--- src/pswin_pkg.sv ---
// Purpose: Constants and types for the program space data window.
// Assumes: 100 MHz core_clk, APB register access, 16-bit data space.
// Notes: Function
// Function
// - Upper 32 Kbytes of data space can show any 32K-word program page.
// - Redirect only when address bit 15 is one and enable bit 2 is set.
// - Eight-bit page register picks one of 256 program pages.
// - Program address is page in upper 8 bits, address bits 14:0 below.
// - Low 15 data address bits pass to program address unshifted.
// - Each data address from 8000h maps to one program address.
// - A window read fetches program memory once; its extra cycles depend on its class.
// - A window read returns only the low 16 bits of the 24-bit word.
// - Window redirection is suspended while a table read or write runs.
// - Outside repeat, single and double move reads through window add one cycle.
// - Outside repeat, other window reads add two cycles; window writes add none.
// - In repeat, first, last, interrupt exit and resume read iterations add two.
// - Other repeat iterations through the window finish in one cycle.
package pswin_pkg;

  localparam int          DATA_W        = 16;
  localparam int          PAGE_W        = 8;
  localparam int          WIN_LO_W      = 15;
  localparam int          PM_ADDR_W     = PAGE_W + WIN_LO_W;
  localparam int          PM_WORD_W     = 24;

  // APB map, byte addresses
  localparam logic [7:0]  OFS_PAGE      = 8'h00;
  localparam logic [7:0]  OFS_CORE_CTRL = 8'h04;
  localparam logic [7:0]  OFS_STATUS    = 8'h08;

  localparam int          CCR_EN_BIT    = 2;
  localparam logic [7:0]  PAGE_RST      = 8'h00;
  localparam logic        CCR_EN_RST    = 1'b0;
  localparam int          STS_BUSY_BIT  = 0;
  localparam int          STS_LASTW_BIT = 1;
  localparam int          STS_CNT_LSB   = 16;

  // Added cycles per access class
  localparam logic [1:0]  EXTRA_MOVE     = 2'h1;
  localparam logic [1:0]  EXTRA_OTHER    = 2'h2;
  localparam logic [1:0]  EXTRA_REP_EDGE = 2'h2;
  localparam logic [1:0]  EXTRA_REP_MID  = 2'h0;
  localparam logic [1:0]  EXTRA_NONE     = 2'h0;

  typedef struct packed {
    logic              we;
    logic [DATA_W-1:0] ea;
    logic [DATA_W-1:0] wdata;
    logic              is_move;
    logic              in_repeat;
    logic              repeat_edge;
  } pswin_req_t;

  typedef struct packed {
    logic              we;
    logic [DATA_W-1:0] addr;
    logic [DATA_W-1:0] wdata;
  } pswin_dm_t;

  typedef enum logic [2:0] {
    ST_IDLE   = 3'b001,
    ST_ACCESS = 3'b010,
    ST_EXTRA  = 3'b100
  } pswin_state_t;

endpackage

--- src/pswin_top.sv ---
// Purpose: Maps the upper half of data space onto a program memory page.
// Assumes: Program and data memories answer in the cycle of their request.
// Notes: One request at a time; requests while busy are ignored.
//
// Our own choices: the APB interface to the registers and the placing of the registers.
`timescale 1ns/1ps
module pswin_top
  import pswin_pkg::*;
(
  // Clock and reset
  input  wire logic                 core_clk,
  input  wire logic                 arst_n,
  // APB slave
  input  wire logic                 psel,
  input  wire logic                 penable,
  input  wire logic                 pwrite,
  input  wire logic [7:0]           paddr,
  input  wire logic [31:0]          pwdata,
  output logic      [31:0]          prdata,
  output logic                      pready,
  output logic                      pslverr,
  // Core data-space access
  input  wire logic                 cpu_req_valid,
  input  wire pswin_req_t           cpu_req,
  input  wire logic                 table_active,
  output logic                      cpu_busy,
  output logic                      cpu_ack,
  output logic      [DATA_W-1:0]    cpu_rdata,
  // Program memory
  output logic                      pm_req,
  output logic      [PM_ADDR_W-1:0] pm_addr,
  input  wire logic [PM_WORD_W-1:0] pm_rdata,
  // Data memory
  output logic                      dm_req,
  output pswin_dm_t                 dm_cmd,
  input  wire logic [DATA_W-1:0]    dm_rdata
);

  function automatic logic [1:0] pswin_extra(input pswin_req_t r);
    if (!r.in_repeat) begin
      return r.is_move ? EXTRA_MOVE : EXTRA_OTHER;
    end
    return r.repeat_edge ? EXTRA_REP_EDGE : EXTRA_REP_MID;
  endfunction

  logic [PAGE_W-1:0]  page_reg;
  logic               ccr_en_reg;
  logic [31:0]        prdata_reg;
  logic               pready_reg;
  logic               pslverr_reg;
  pswin_state_t       state_reg;
  pswin_req_t         req_reg;
  logic [1:0]         extra_reg;
  logic               busy_reg;
  logic               ack_reg;
  logic [DATA_W-1:0]  rdata_reg;
  logic               pm_req_reg;
  logic [PM_ADDR_W-1:0] pm_addr_reg;
  logic               dm_req_reg;
  pswin_dm_t          dm_reg;
  logic               last_win_reg;
  logic [15:0]        win_cnt_reg;
  logic               accept;
  logic               hit;
  logic               apb_wr;
  logic               apb_setup_acc;
  logic               addr_ok;

  assign accept        = cpu_req_valid && (state_reg == ST_IDLE);
  // Table operations own program memory, so the window steps aside
  assign hit           = cpu_req.ea[DATA_W-1] && ccr_en_reg
                         && !table_active;
  assign apb_setup_acc = psel && penable && !pready_reg;
  assign apb_wr        = psel && penable && pready_reg && pwrite;
  assign addr_ok       = (paddr == OFS_PAGE) || (paddr == OFS_CORE_CTRL)
                         || (paddr == OFS_STATUS);

  // APB: one wait state, so every output stays a flop
  always_ff @(posedge core_clk or negedge arst_n) begin
    if (!arst_n) begin
      pready_reg  <= 1'b0;
      pslverr_reg <= 1'b0;
      prdata_reg  <= 32'h0000_0000;
    end else if (apb_setup_acc) begin
      pready_reg  <= 1'b1;
      pslverr_reg <= !addr_ok;
      prdata_reg  <= 32'h0000_0000;
      if (!pwrite) begin
        unique case (paddr)
          OFS_PAGE:      prdata_reg[PAGE_W-1:0] <= page_reg;
          OFS_CORE_CTRL: prdata_reg[CCR_EN_BIT] <= ccr_en_reg;
          OFS_STATUS: begin
            prdata_reg[STS_BUSY_BIT]  <= busy_reg;
            prdata_reg[STS_LASTW_BIT] <= last_win_reg;
            prdata_reg[31:STS_CNT_LSB] <= win_cnt_reg;
          end
          default:       prdata_reg <= 32'h0000_0000;
        endcase
      end
    end else begin
      pready_reg  <= 1'b0;
      pslverr_reg <= 1'b0;
    end
  end

  // Window control registers, written at the completing APB edge
  always_ff @(posedge core_clk or negedge arst_n) begin
    if (!arst_n) begin
      page_reg   <= PAGE_RST;
      ccr_en_reg <= CCR_EN_RST;
    end else if (apb_wr) begin
      if (paddr == OFS_PAGE) begin
        page_reg <= pwdata[PAGE_W-1:0];
      end
      if (paddr == OFS_CORE_CTRL) begin
        ccr_en_reg <= pwdata[CCR_EN_BIT];
      end
    end
  end

  // Access sequencer
  always_ff @(posedge core_clk or negedge arst_n) begin
    if (!arst_n) begin
      state_reg <= ST_IDLE;
      req_reg   <= '0;
      extra_reg <= 2'h0;
    end else begin
      unique case (state_reg)
        ST_IDLE: begin
          if (cpu_req_valid) begin
            req_reg   <= cpu_req;
            // Extra cycles only for window reads
            extra_reg <= (hit && !cpu_req.we) ? pswin_extra(cpu_req)
                                              : EXTRA_NONE;
            state_reg <= ST_ACCESS;
          end
        end
        ST_ACCESS: begin
          state_reg <= (extra_reg == EXTRA_NONE) ? ST_IDLE
                                                 : ST_EXTRA;
        end
        ST_EXTRA: begin
          extra_reg <= extra_reg - 2'h1;
          if (extra_reg == 2'h1) begin
            state_reg <= ST_IDLE;
          end
        end
        default: state_reg <= ST_IDLE;
      endcase
    end
  end

  // Memory requests, one cycle each
  always_ff @(posedge core_clk or negedge arst_n) begin
    if (!arst_n) begin
      pm_req_reg  <= 1'b0;
      pm_addr_reg <= '0;
      dm_req_reg  <= 1'b0;
      dm_reg      <= '0;
    end else begin
      pm_req_reg <= accept && hit && !cpu_req.we;
      dm_req_reg <= accept && !hit;
      if (accept && hit) begin
        // Low word address bits are the data address bits themselves, no shift
        pm_addr_reg <= {page_reg, cpu_req.ea[WIN_LO_W-1:0]};
      end
      if (accept && !hit) begin
        dm_reg.we    <= cpu_req.we;
        dm_reg.addr  <= cpu_req.ea;
        dm_reg.wdata <= cpu_req.wdata;
      end
    end
  end

  // Answer to the core
  always_ff @(posedge core_clk or negedge arst_n) begin
    if (!arst_n) begin
      ack_reg   <= 1'b0;
      rdata_reg <= '0;
      busy_reg  <= 1'b0;
    end else begin
      ack_reg <= ((state_reg == ST_ACCESS) && (extra_reg == EXTRA_NONE))
                 || ((state_reg == ST_EXTRA) && (extra_reg == 2'h1));
      if (state_reg == ST_ACCESS) begin
        if (pm_req_reg) begin
          // Upper byte of the program word is dropped
          rdata_reg <= pm_rdata[DATA_W-1:0];
        end else if (dm_req_reg && !dm_reg.we) begin
          rdata_reg <= dm_rdata;
        end else begin
          rdata_reg <= '0;
        end
      end
      if (accept) begin
        busy_reg <= 1'b1;
      end else if (((state_reg == ST_ACCESS) && (extra_reg == EXTRA_NONE))
                   || ((state_reg == ST_EXTRA) && (extra_reg == 2'h1))) begin
        busy_reg <= 1'b0;
      end
    end
  end

  // Status bookkeeping
  always_ff @(posedge core_clk or negedge arst_n) begin
    if (!arst_n) begin
      last_win_reg <= 1'b0;
      win_cnt_reg  <= 16'h0000;
    end else begin
      if (accept) begin
        last_win_reg <= hit;
      end
      if (pm_req_reg) begin
        win_cnt_reg <= win_cnt_reg + 16'h0001;
      end
    end
  end

  assign prdata    = prdata_reg;
  assign pready    = pready_reg;
  assign pslverr   = pslverr_reg;
  assign cpu_busy  = busy_reg;
  assign cpu_ack   = ack_reg;
  assign cpu_rdata = rdata_reg;
  assign pm_req    = pm_req_reg;
  assign pm_addr   = pm_addr_reg;
  assign dm_req    = dm_req_reg;
  assign dm_cmd    = dm_reg;

  logic acc_wrd;
  logic acc_rep_mid;
  assign acc_wrd     = accept && hit && !cpu_req.we;
  assign acc_rep_mid = acc_wrd && cpu_req.in_repeat && !cpu_req.repeat_edge;
endmodule

--- config.mk ---
export PLATFORM = sky130hd
export DESIGN_NAME = pswin_top
export DESIGN_NICKNAME = d
export VERILOG_FILES = /design/src/pswin_pkg.sv /design/src/pswin_top.sv
export SDC_FILE = /design/constraint.sdc
export NUM_CORES = 1
export LEC_CHECK = 0
export BUFFER_PORTS_ARGS = -buffer_cell sky130_fd_sc_hd__buf_2
export CAP_MARGIN = 20
export CORE_MARGIN = 2
export CORE_UTILIZATION = 38
export CTS_CLUSTER_DIAMETER = 150
export DETAILED_ROUTE_END_ITERATION = 16
export PLACE_DENSITY = 0.66
export SKIP_LAST_GASP = 1
export SLEW_MARGIN = 20
export SYNTH_ARGS = -nofsm -noshare
export SYNTH_HDL_FRONTEND = slang
export SYNTH_SLANG_ARGS = --single-unit
--- constraint.sdc ---
create_clock -name core_clk -period 5 [get_ports core_clk]
set_input_delay 0.25 -clock core_clk [delete_from_list [all_inputs] [get_ports core_clk]]
set_output_delay 0.25 -clock core_clk [all_outputs]
set_load 0.01 [all_outputs]
* Yosys cells after proc, flatten, opt, wreduce, memory -nomap -nowiden
Cells that the tools add are included.
Cells by class: add/sub/neg operators 2, multiply operators 0, div/mod/pow operators 0, magnitude comparators 0, eq/ne operators 8, shift-type cells 0, muxes and demuxes 25, bitwise operators 0, reductions and logical operators 31
Operators by type and width (count):
- 2-to-1 mux 16 bit | 3
- 2-to-1 mux 32 bit | 1
- adder 16 x 1 -> 16 bit (second input constant) | 1
- logical AND 1 bit | 14
- 2-to-1 mux 2 bit | 6
- 2-to-1 mux 3 bit | 3
- case mux 3 bit (3 select lines) | 1
- == test 8 x 3 -> 1 bit (second input constant) | 1
- == test 8 x 4 -> 1 bit (second input constant) | 1
- logical NOT 8 bit | 1
- case mux 2 bit (2 select lines) | 2
- AND reduction 2 bit | 4
- 2-to-1 mux 1 bit | 7
- logical NOT 1 bit | 6
- 2-to-1 mux 5 bit | 1
- inequality test 2 bit (second input constant) | 2
- nonzero test 2 bit | 2
- == test 3 x 1 -> 1 bit (second input constant) | 1
- == test 3 x 2 -> 1 bit (second input constant) | 1
- == test 3 bit (second input constant) | 1
- logical OR 1 bit | 3
- == test 2 x 1 -> 1 bit (second input constant) | 1
- logical NOT 2 bit | 1
- case mux 1 bit (2 select lines) | 1
- subtractor 2 x 1 -> 2 bit (second input constant) | 1
Word-level totals: register bits after elaboration 141, bits in latches 0, memory bits (writable) 0, bits in read-only memories 0, input bits 123, output and inout port bits 110, logic and storage cells 84, memories 0

* Longest topological paths before layout
Gate-level depths: netlist of run 1.
depth in word-level cells 7, gate-level depth with buffers 6

* Worst setup path before layout of run 1
OpenSTA, ideal clock, no wires.
kind input to register, start point input port paddr[1], end point register page_reg[0], arrival 1.736 ns, path slack 3.140 ns, cell stages on the path 4, cell sequence or4_1 buf_2 nor4_4 mux2_2
Between the ends: word-level cells in the longest chain between the ends 2
RTL lines:
- from (decl) | line pswin_top.sv:17 | input wire logic [7:0] paddr,
- logical NOT 8 bit | line pswin_top.sv:112 | if (paddr == OFS_PAGE) begin
- AND reduction 2 bit (no line)
- to (signal assigned) | line pswin_top.sv:113 | page_reg <= pwdata[PAGE_W-1:0];
- to (decl) | line pswin_top.sv:46 | logic [PAGE_W-1:0] page_reg;
No other way between the ends. A chain may end at the register's enable or synchronous reset.

* Worst setup path in the final report of run 1
start point register state_reg[0], end point register pm_addr_reg[3], in the netlist pm_addr[3]
Between the ends: word-level cells in the longest chain between the ends 3
RTL lines:
- from (decl) | line pswin_top.sv:51 | pswin_state_t state_reg;
- from (signal assigned) | line pswin_top.sv:139 | state_reg <= (extra_reg == EXTRA_NONE) ? ST_IDLE
- == test 3 x 1 -> 1 bit
- logical AND 1 bit | line pswin_top.sv:69 | assign accept = cpu_req_valid && (state_reg == ST_IDLE);
- logical AND 1 bit
- to (signal assigned) | line pswin_top.sv:165 | pm_addr_reg <= {page_reg, cpu_req.ea[WIN_LO_W-1:0]};
- to (decl) | line pswin_top.sv:58 | logic [PM_ADDR_W-1:0] pm_addr_reg;
No other way between the ends.

==> results.py, run 1 <==
metrics = {
    "synth": {
        "synth_top_family_by_area": "multiplexers",
        "number_of_enable_type_register_cells_in_the_synthesized_netlist": 0,
        "synth_compound_gate_area_share_pct": 7.694,
        "synth_top_area_share_pct": 60.63,
        "synth_simple_gate_area_share_pct": 10.54,
        "postSynthCellCount": 441,
        "synth_ff_type": "sky130_fd_sc_hd__dfrtp_1",
        "yosys.area_share.xor_xnor_pct": 2.412,
        "yosys-top-cells-area": "sky130_fd_sc_hd__dfrtp_1, sky130_fd_sc_hd__mux2_2, sky130_fd_sc_hd__nand2_1",
        "yosys.area.top_type": "sky130_fd_sc_hd__dfrtp_1",
        "yosys.cell_types.count": 39,
        "synth_area_um2": 5448,
        "synth_mux_area_share_pct": 13.99,
        "synth-seq-cells": 133,
        "ys.warnings.count": 0,
        "share_of_the_yosys_chip_area_belonging_to_registers_pct": 61.12,
        "synthAdderAreaFrac_pct": 0.6890,
        "postSynthAreaPerCell_um2": 12.35,
        "postSynth.asyncResetShare_pct": 100.0,
    },
    "flow_run": {
        "drv.max_cap_violation_count": 0,
    },
    "min_path": {
        "min_path_type": "in -> reg",
    },
    "pwr": {
        "pwr_density_cell_nw_per_um2": 412.0,
        "power_leakage_nw": 3.644,
        "design_power_total_mw": 2.959,
        "peakVddDrop_mv": 0.2246,
    },
    "critical_path": {
        "critical_path.endpoint_type": "flop",
        "arrival_ps": 2530,
        "cp_slowest_stage_delay_ps": 610,
        "worstSetupStartpointType": "flop",
        "timing.critical_path.cells": "nand4bb_1 > inv_1 > nand2_1 > mux2_2",
        "slowest_stage": "sky130_fd_sc_hd__dfstp_2",
        "cp_max_fo": 19,
        "timing.setup.critical_path_class": "reg -> reg",
        "worstPathRequired_ps": 5290,
    },
    "finish": {
        "largest_reg_flops": 33,
        "layout.cells.most_common_list": "sky130_fd_sc_hd__buf_2, sky130_fd_sc_hd__dfrtp_1, sky130_fd_sc_hd__mux2_2, sky130_fd_sc_hd__nand2_1, sky130_fd_sc_hd__nor2_1",
        "num-nets-final": 760,
        "final.fill_count": 1260,
        "final_common_cell": "sky130_fd_sc_hd__buf_2",
        "multi_input_comb_area_um2": 1964,
        "seq_area_um2": 3329,
        "fin_area_um2": 7181,
        "layout-area-overhead-vs-synth_pct": 31.81,
        "layout-drive-gt1-share_pct": 46.21,
        "ant_cells": 0,
    },
    "timing": {
        "setup_repair_after_global_routing_missed_its_margin": "false",
        "hold_violations": 0,
        "tightestPinTransition_ps": 1001,
        "setup_ws_ps": 2759,
        "timing.setup.tns_ps": 0,
        "timing.max_slew.rel_slack_pct": 32.96,
        "finalCriticalPeriod_ps": 2241,
        "fin_skew_ps": 4.829,
        "slew_violations": 0,
        "finalSetupViolations": 0,
        "max_clock_freq_ghz": 0.4462,
        "period_share_pct": 44.83,
    },
    "floorplan": {
        "boundaryPins": 233,
        "fp.dieArea_um2": 15310,
        "fp.dieH_um": 123.7,
        "std_cell_rows": 43,
        "dieWidth_um": 123.7,
        "fp.coreArea_um2": 13930,
        "initial_utilization_pct": 39.09,
    },
    "place": {
        "post-place-ws_ps": 2345,
        "gpl.final_weighted_congestion": 0.7820,
        "io_buffers": 192,
        "placement.cell_area_um2": 6554,
        "place.detailed.hpwl_mm": 9.006,
    },
    "global_route": {
        "grt_max_degree": 70,
        "number_of_antenna_violations_at_the_first_check_in_global_routing": 0,
        "gr-total-overflow": 0,
        "first_global_vias": 4222,
        "globalRouteTotalUtil_pct": 17.05,
        "global_route_wire_length_before_repair_mm": 19.93,
    },
    "clocking": {
        "cts_tree": "done",
        "cts_buffer_depth": 2,
        "clock_sinks": 133,
        "clkTransAtPathRegs_ps": 60,
        "tritoncts.num_buffers": 17,
        "clk_latency_ps": 410,
        "ctsHtreeMaxLevel": 4,
        "post_cts.resized_instances": 0,
        "root_buffer": "sky130_fd_sc_hd__clkbuf_16",
    },
    "drt": {
        "drt-wirelength-per-cell_um": 15.01,
        "via_count": 4042,
        "drt-initial-drc-count": 156,
        "routed_wirelength_mm": 12.41,
        "postRouteAntennaNets": 0,
        "drt_drc_violations_left": 0,
        "total_iterations_of_the_first_detailed_routing_run": 4,
        "post_drt_via_cell_ratio": 4.888,
    },
    "outcome": {
        "run_status": "completed",
    },
}
-- per-layer routing --
metal	GRT usage [%]	up-vias	share of wire (%)
met4	6.818	0	1.2
met2	28.67	163	49
met5	0	-	0
li1	-	1922	-
met3	6.868	13	8.9
met1	19.33	1944	41
-- final cells by class --
type | count | area share, %
sequential | 133 | 46.37
multi-input combinational | 273 | 27.36
timing repair buffer | 197 | 14.13
clock buffer | 20 | 6.221
tap | 180 | 3.136
clock inverter | 12 | 2.161
inverter | 12 | 0.6273
-- cells by family after synthesis --
family / Yosys count
DFF: 133
adders and majority gates: 3
buffers and inverters: 42
AOI/OAI and AO/OA: 69
and+or+nand+nor: 110
muxes: 68
other: 1
xor gates and xnor gates: 15
-- cell usage after synthesis (2+ instances only) --
library cell / instances
sky130_fd_sc_hd__o22ai_1: 2
sky130_fd_sc_hd__a21boi_0: 2
sky130_fd_sc_hd__nand3_1: 5
sky130_fd_sc_hd__nand3b_1: 4
sky130_fd_sc_hd__nor3b_1: 2
sky130_fd_sc_hd__or4_1: 2
sky130_fd_sc_hd__ha_1: 3
sky130_fd_sc_hd__o21ai_0: 23
sky130_fd_sc_hd__nand2b_1: 2
sky130_fd_sc_hd__xnor2_1: 5
sky130_fd_sc_hd__xor2_1: 10
sky130_fd_sc_hd__nand2_1: 43
sky130_fd_sc_hd__nor2_1: 24
sky130_fd_sc_hd__buf_2: 2
sky130_fd_sc_hd__a21oi_1: 18
sky130_fd_sc_hd__a22oi_1: 16
sky130_fd_sc_hd__nor3_1: 3
sky130_fd_sc_hd__or4bb_1: 2
sky130_fd_sc_hd__mux2_2: 65
sky130_fd_sc_hd__dfrtp_1: 132
sky130_fd_sc_hd__or3b_2: 3
sky130_fd_sc_hd__buf_4: 8
sky130_fd_sc_hd__clkbuf_1: 20
sky130_fd_sc_hd__nor4_1: 6
sky130_fd_sc_hd__mux2i_1: 3
sky130_fd_sc_hd__nand4bb_1: 2
sky130_fd_sc_hd__nand4_1: 7
sky130_fd_sc_hd__a22o_1: 5
sky130_fd_sc_hd__inv_1: 12
-- repair_timing --
item,in CTS,in global routing
setup buffers,0,0
hold buffers,1,0
endpoints found under the hold margin,63,0
-- where the power goes --
part	leakage (nW)	total [mW]	switching [mW]	internal, mW
combinational	1.63	0.438	0.231	0.207
sequential	1.73	1.27	0.0683	1.21
clock	0.278	1.25	0.450	0.796
-- final timing paths --
kind | slack [ps] | start | depth (start not counted) | end
max | 2760 | state_reg[0]$_DFFE_PN1P_ | 4 | pm_addr[3]$_DFFE_PN0P_
min | 70 | cpu_req[5] | 2 | dm_cmd[2]$_DFFE_PN0P_
max reg2reg | 2760 | state_reg[0]$_DFFE_PN1P_ | 4 | pm_addr[3]$_DFFE_PN0P_
min reg2reg | 470 | prdata[19]$_DFFE_PN0P_ | 2 | prdata[19]$_DFFE_PN0P_
max in group asynchronous | 3310 | arst_n | 3 | win_cnt_reg[14]$_DFFE_PN0P_
min in group asynchronous | 380 | arst_n | 2 | prdata[30]$_DFFE_PN0P_
-- worst max-delay path: cells and delay by family (launching register included) --
kind          cells  cell delay [ps]
simple gates      2              800
mux               1              500
flops             1              610
buf+inv           1              210
-- through the flow --
stage | util [%] | hold slack (ps) | instances
floorplan | - | -45.59 | 448
global placement | 47.03 | 260.6 | 793
detailed placement | 47.03 | 274.5 | 793
CTS | 51.42 | 49.11 | 826
global route | 51.53 | 50.19 | 827
finish | 51.53 | 70.72 | 827
(Power assumes the default switching activity.)
==> inputs of run 2 (changes only) <==
clock period = 2.1 ns   (was 5 ns; I/O delays follow)
==> run 2 against run 1 <==
Final area up 8.1%. Maximum frequency up 19%. Critical path depth up 2. Highest routed layer unchanged.
==> results.py, run 2 (synthesis gave the netlist of run 1 again) <==
metrics = {
    "timing": {
        "setup_repair_after_global_routing_missed_its_margin": "false",
        "tightestPinTransition_ps": 533.0,
        "timing.setup.tns_ps": 0,
        "period_share_pct": 89.99,
        "hold_violations": 0,
        "max_clock_freq_ghz": 0.5291,
        "fin_skew_ps": 7.043,
        "slew_violations": 0,
        "hold-worst-slack_ps": 10.34,
        "finalCriticalPeriod_ps": 1890,
        "timing.max_slew.rel_slack_pct": 64.37,
        "finalSetupViolations": 0,
    },
    "clocking": {
        "root_buffer": "sky130_fd_sc_hd__clkbuf_16",
        "post_cts_buffers": 0,
        "clkTransAtPathRegs_ps": 60,
        "cts_tree": "done",
        "ctsHtreeMaxLevel": 4,
        "clock_sinks": 133,
        "cts_buffer_depth": 2,
        "clk_latency_ps": 410,
        "tritoncts.num_buffers": 17,
    },
    "global_route": {
        "number_of_antenna_violations_at_the_first_check_in_global_routing": 1,
        "first_global_vias": 4600,
        "grt_max_degree": 55,
        "gr-total-overflow": 0,
        "globalRouteTotalUtil_pct": 18.86,
        "global_route_wire_length_before_repair_mm": 22.16,
    },
    "pwr": {
        "peakVddDrop_mv": 0.6749,
        "pwr_density_cell_nw_per_um2": 895.4,
        "power_leakage_nw": 3.905,
        "design_power_total_mw": 6.948,
    },
    "critical_path": {
        "timing.setup.critical_path_class": "reg -> reg",
        "timing.critical_path.cells": "buf_4 > nor3b_2 > buf_4 > a22oi_1 > dlygate4sd3_1 > a21oi_1",
        "worstPathRequired_ps": 2440,
        "arrival_ps": 2230,
        "worstSetupStartpointType": "flop",
        "slowest_stage": "sky130_fd_sc_hd__dlygate4sd3_1",
        "cp_max_fo": 16,
        "reg2reg_slack_ps": 210,
        "critical_path.endpoint_type": "flop",
        "path_common_cell": "sky130_fd_sc_hd__buf_4",
        "cp_slowest_stage_delay_ps": 560,
    },
    "floorplan": {
        "boundaryPins": 233,
        "fp.dieH_um": 123.7,
        "dieWidth_um": 123.7,
        "fp.dieArea_um2": 15310,
        "initial_utilization_pct": 39.09,
        "std_cell_rows": 43,
        "fp.coreArea_um2": 13930,
    },
    "drt": {
        "top_layer": "met4",
        "total_iterations_of_the_first_detailed_routing_run": 4,
        "drt-initial-drc-count": 170,
        "met1Wirelength_mm": 5.321,
        "routed_wirelength_mm": 13.57,
        "drt-wirelength-per-cell_um": 15.21,
        "met2RoutedLength_mm": 6.874,
        "via_count": 4369,
        "met3WireLength_mm": 1.045,
        "post_drt_via_cell_ratio": 4.898,
        "postRouteAntennaNets": 0,
        "drt_drc_violations_left": 0,
    },
    "flow_run": {
        "drv.max_cap_violation_count": 0,
    },
    "place": {
        "io_buffers": 192,
        "gpl.final_weighted_congestion": 0.7487,
        "place.detailed.hpwl_mm": 9.250,
    },
    "finish": {
        "layout-area-overhead-vs-synth_pct": 42.44,
        "final_common_cell": "sky130_fd_sc_hd__buf_2",
        "layout.cells.most_common_list": "sky130_fd_sc_hd__buf_2, sky130_fd_sc_hd__dfrtp_1, sky130_fd_sc_hd__mux2_2, sky130_fd_sc_hd__dlygate4sd3_1, sky130_fd_sc_hd__nand2_1",
        "largest_reg_flops": 33,
        "num-nets-final": 824,
        "final.fill_count": 1188,
        "layout-drive-gt1-share_pct": 43.32,
    },
    "outcome": {
        "run_status": "completed",
    },
    "min_path": {
        "min_path_type": "in -> reg",
    },
}
-- run 2: critical path, delay by kind of cell (launching register included) --
family          cells  cell delay (ps)
buf+inv             3             1000
flops               1              430
compound gates      2              220
simple gates        1              150
-- run 2: report_power, final --
part           total, mW  internal [mW]  switching, mW
logic               1.15          0.568          0.580
clock network       2.76           1.71           1.05
registers           3.04           2.87          0.168
-- run 2: cell type report --
cell class / instances / area, um2 / area share (%)
repair buffers: 261 / 1637 / 21.09
multi-input cells: 273 / 1964 / 25.31
clock buffers: 24 / 481.7 / 6.208
flip-flops and latches: 133 / 3329 / 42.91
diodes: 1 / 2.502 / 0.03225
clock inverters: 8 / 75.07 / 0.9674
inverters: 12 / 45.04 / 0.5805
well taps: 180 / 225.2 / 2.902
-- run 2: per-layer routing --
layer / vias up / global-route usage (%)
met3: 25 / 6.273
met2: 173 / 32.14
met4: 0 / 9.233
li1: 2057 / -
met5: - / 0
met1: 2114 / 21.18
-- run 2: through the flow --
step           setup slack, ps  cells  instance area, um2  util [%]
3_3_place_gp             254.6    805                6656     47.77
3_5_place_dp             185.7    805                6656     47.77
4_1_cts                  179.6    891                7754     55.64
2_1_floorplan            383.2    448                5474         -
6_report                 210.2    892                7760     55.69
5_1_grt                  38.74    892                7760     55.69
-- run 2: timing repair --
item                                    4_1_cts  5_1_grt
endpoints found under the setup margin        0        1
hold buffers                                 54        0
resized for setup                             0        1
endpoints found under the hold margin       174        0
-- run 2: worst paths after layout --
check                                              end                   startpoint  cells after the start
setup / recovery              cpu_rdata[9]$_DFFE_PN0P_             pm_req$_DFF_PN0_                      6
hold / removal                cpu_rdata[1]$_DFFE_PN0P_                  dm_rdata[1]                      3
setup reg to reg              cpu_rdata[9]$_DFFE_PN0P_             pm_req$_DFF_PN0_                      6
hold reg to reg            win_cnt_reg[15]$_DFFE_PN0P_  win_cnt_reg[15]$_DFFE_PN0P_                      1
max in group asynchronous     cpu_rdata[2]$_DFFE_PN0P_                       arst_n                      3
min in group asynchronous       prdata[29]$_DFFE_PN0P_                       arst_n                      2
==> inputs of run 3 (changes only) <==
REMOVE_ABC_BUFFERS = 1   (was default)
==> run 3 against run 2 <==
Combinational power is essentially flat. Register-to-register slack lost 80 ps. Sequential power is essentially flat. Clock skew grew 0.96 ps. Core utilization grew 0.42 points. Final area grew 0.76%. Global-route usage shrank 0.36 points. Worst setup slack lost 84 ps. Critical endpoint is now dm_cmd[0]$_DFFE_PN0P_. Largest cell class unchanged. Largest power group is now the clock network.
==> results.py, run 3 (synthesis gave the netlist of run 1 again) <==
metrics = {
    "pwr": {
        "peakVddDrop_mv": 0.6838,
        "power_leakage_nw": 3.947,
        "pwr_density_cell_nw_per_um2": 934.7,
        "design_power_total_mw": 7.308,
    },
    "drt": {
        "post_drt_via_cell_ratio": 4.808,
        "drt-initial-drc-count": 221,
        "drt-wirelength-per-cell_um": 15.16,
        "routed_wirelength_mm": 13.48,
        "via_count": 4274,
        "total_iterations_of_the_first_detailed_routing_run": 6,
        "postRouteAntennaNets": 0,
        "drt_drc_violations_left": 0,
    },
    "finish": {
        "final-instance-count-excl-fill": 889,
        "layout-area-overhead-vs-synth_pct": 43.52,
        "largest_reg_flops": 33,
        "num-nets-final": 822,
        "layout-drive-gt1-share_pct": 43.02,
        "final.fill_count": 1157,
        "layout.cells.most_common_list": "sky130_fd_sc_hd__buf_2, sky130_fd_sc_hd__dfrtp_1, sky130_fd_sc_hd__mux2_2, sky130_fd_sc_hd__dlygate4sd3_1, sky130_fd_sc_hd__nand2_1",
        "multi_input_comb_area_um2": 1959,
        "ant_cells": 0,
        "final_common_cell": "sky130_fd_sc_hd__buf_2",
        "fin_area_um2": 7819,
        "seq_area_um2": 3329,
    },
    "clocking": {
        "tritoncts.num_buffers": 17,
        "cts_tree": "done",
        "clkTransAtPathRegs_ps": 60,
        "post_cts.resized_instances": 0,
        "clk_latency_ps": 410,
        "ctsHtreeMaxLevel": 4,
        "cts_buffer_depth": 2,
        "root_buffer": "sky130_fd_sc_hd__clkbuf_16",
        "clock_sinks": 133,
    },
    "global_route": {
        "gr-total-overflow": 0,
        "global_route_wire_length_before_repair_mm": 21.59,
        "grt_max_degree": 58,
        "number_of_antenna_violations_at_the_first_check_in_global_routing": 0,
        "first_global_vias": 4373,
        "globalRouteTotalUtil_pct": 18.50,
    },
    "floorplan": {
        "fp.dieArea_um2": 15310,
        "fp.coreArea_um2": 13930,
        "fp.dieH_um": 123.7,
        "initial_utilization_pct": 39.09,
        "dieWidth_um": 123.7,
        "boundaryPins": 233,
        "std_cell_rows": 43,
    },
    "timing": {
        "timing.max_slew.rel_slack_pct": 62.07,
        "hold-worst-slack_ps": 10.73,
        "setup_repair_after_global_routing_missed_its_margin": "false",
        "slew_violations": 0,
        "tightestPinTransition_ps": 567.4,
        "hold_violations": 0,
        "fin_skew_ps": 8.000,
        "max_clock_freq_ghz": 0.5067,
        "period_share_pct": 93.98,
        "finalCriticalPeriod_ps": 1973,
        "finalSetupViolations": 0,
    },
    "place": {
        "post-place-cells": 802,
        "gpl.final_weighted_congestion": 0.7593,
        "place.detailed.hpwl_mm": 9.270,
        "io_buffers": 192,
        "placement.cell_area_um2": 6641,
    },
    "critical_path": {
        "cp_slowest_stage_delay_ps": 530,
        "reg2reg_slack_ps": 130,
        "worstSetupStartpointType": "flop",
        "timing.rr.start": "state_reg[2]$_DFFE_PN0P_",
        "worstReg2RegEnd": "dm_cmd[0]$_DFFE_PN0P_",
        "setup.worst_path.start": "state_reg[2]$_DFFE_PN0P_",
        "cp_max_fo": 34,
        "worstPathRequired_ps": 2390,
        "critPathCapture": "dm_cmd[0]$_DFFE_PN0P_",
        "timing.setup.critical_path_class": "reg -> reg",
        "slowest_stage": "sky130_fd_sc_hd__dfrtp_1",
        "r2r_cells": 5,
        "arrival_ps": 2270,
        "critical_path.endpoint_type": "flop",
        "timing.critical_path.cells": "nand4bb_1 > inv_1 > nand2_1 > buf_4 > mux2_2",
    },
    "outcome": {
        "run_status": "completed",
    },
    "min_path": {
        "min_path_type": "in -> reg",
        "min_from": "dm_rdata[3]",
    },
    "flow_run": {
        "drv.max_cap_violation_count": 0,
    },
}
## run 3: where the power goes
group,internal [mW],leakage (nW),switching (mW)
combinational,0.568,1.90,0.574
sequential,2.87,1.73,0.170
clock,2.08,0.311,1.05
## run 3: worst max-delay path: cells and delay by family (launching register included)
kind / cells / cell delay [ps]
mux: 1 / 400
buf+inv: 2 / 520
simple gates: 2 / 390
flops: 1 / 530
## run 3: through the flow
step	setup WS, ps	utilization, %	setup TNS, ps
6_report	126.5	56.11	0
5_1_grt	4.609	56.11	0
4_1_cts	119.5	56.11	0
3_5_place_dp	122.2	47.66	0
3_3_place_gp	185.7	47.66	0
2_1_floorplan	-451.6	-	-7226
## run 3: repair_timing
action | CTS | global route
buffers inserted | 0 | 0
hold endpoints to repair | 123 | 0
hold buffers | 55 | 0
## run 3: area by class of cell
class	instances	share of cell area, %
Sequential cell	133	42.58
Multi-Input combinational cell	273	25.06
Timing Repair Buffer	259	20.88
Clock buffer	23	6.113
Tap cell	180	2.880
Clock inverter	9	1.904
Inverter	12	0.5761
## run 3: worst min-delay path by stage
stage	to	cells past startpoint
3_3_place_gp	prdata[25]$_DFFE_PN0P_	1
4_1_cts	cpu_rdata[0]$_DFFE_PN0P_	3
3_5_place_dp	prdata[23]$_DFFE_PN0P_	1
5_1_grt	cpu_rdata[3]$_DFFE_PN0P_	3
2_1_floorplan	ccr_en_reg$_DFFE_PN0P_	0
6_report	cpu_rdata[3]$_DFFE_PN0P_	3
## run 3: per-layer routing
metal	share of wire, %	GRT usage [%]
met2	50	30.15
met1	41	22.32
met3	6.6	6.639
met4	1.7	7.457
met5	0	0
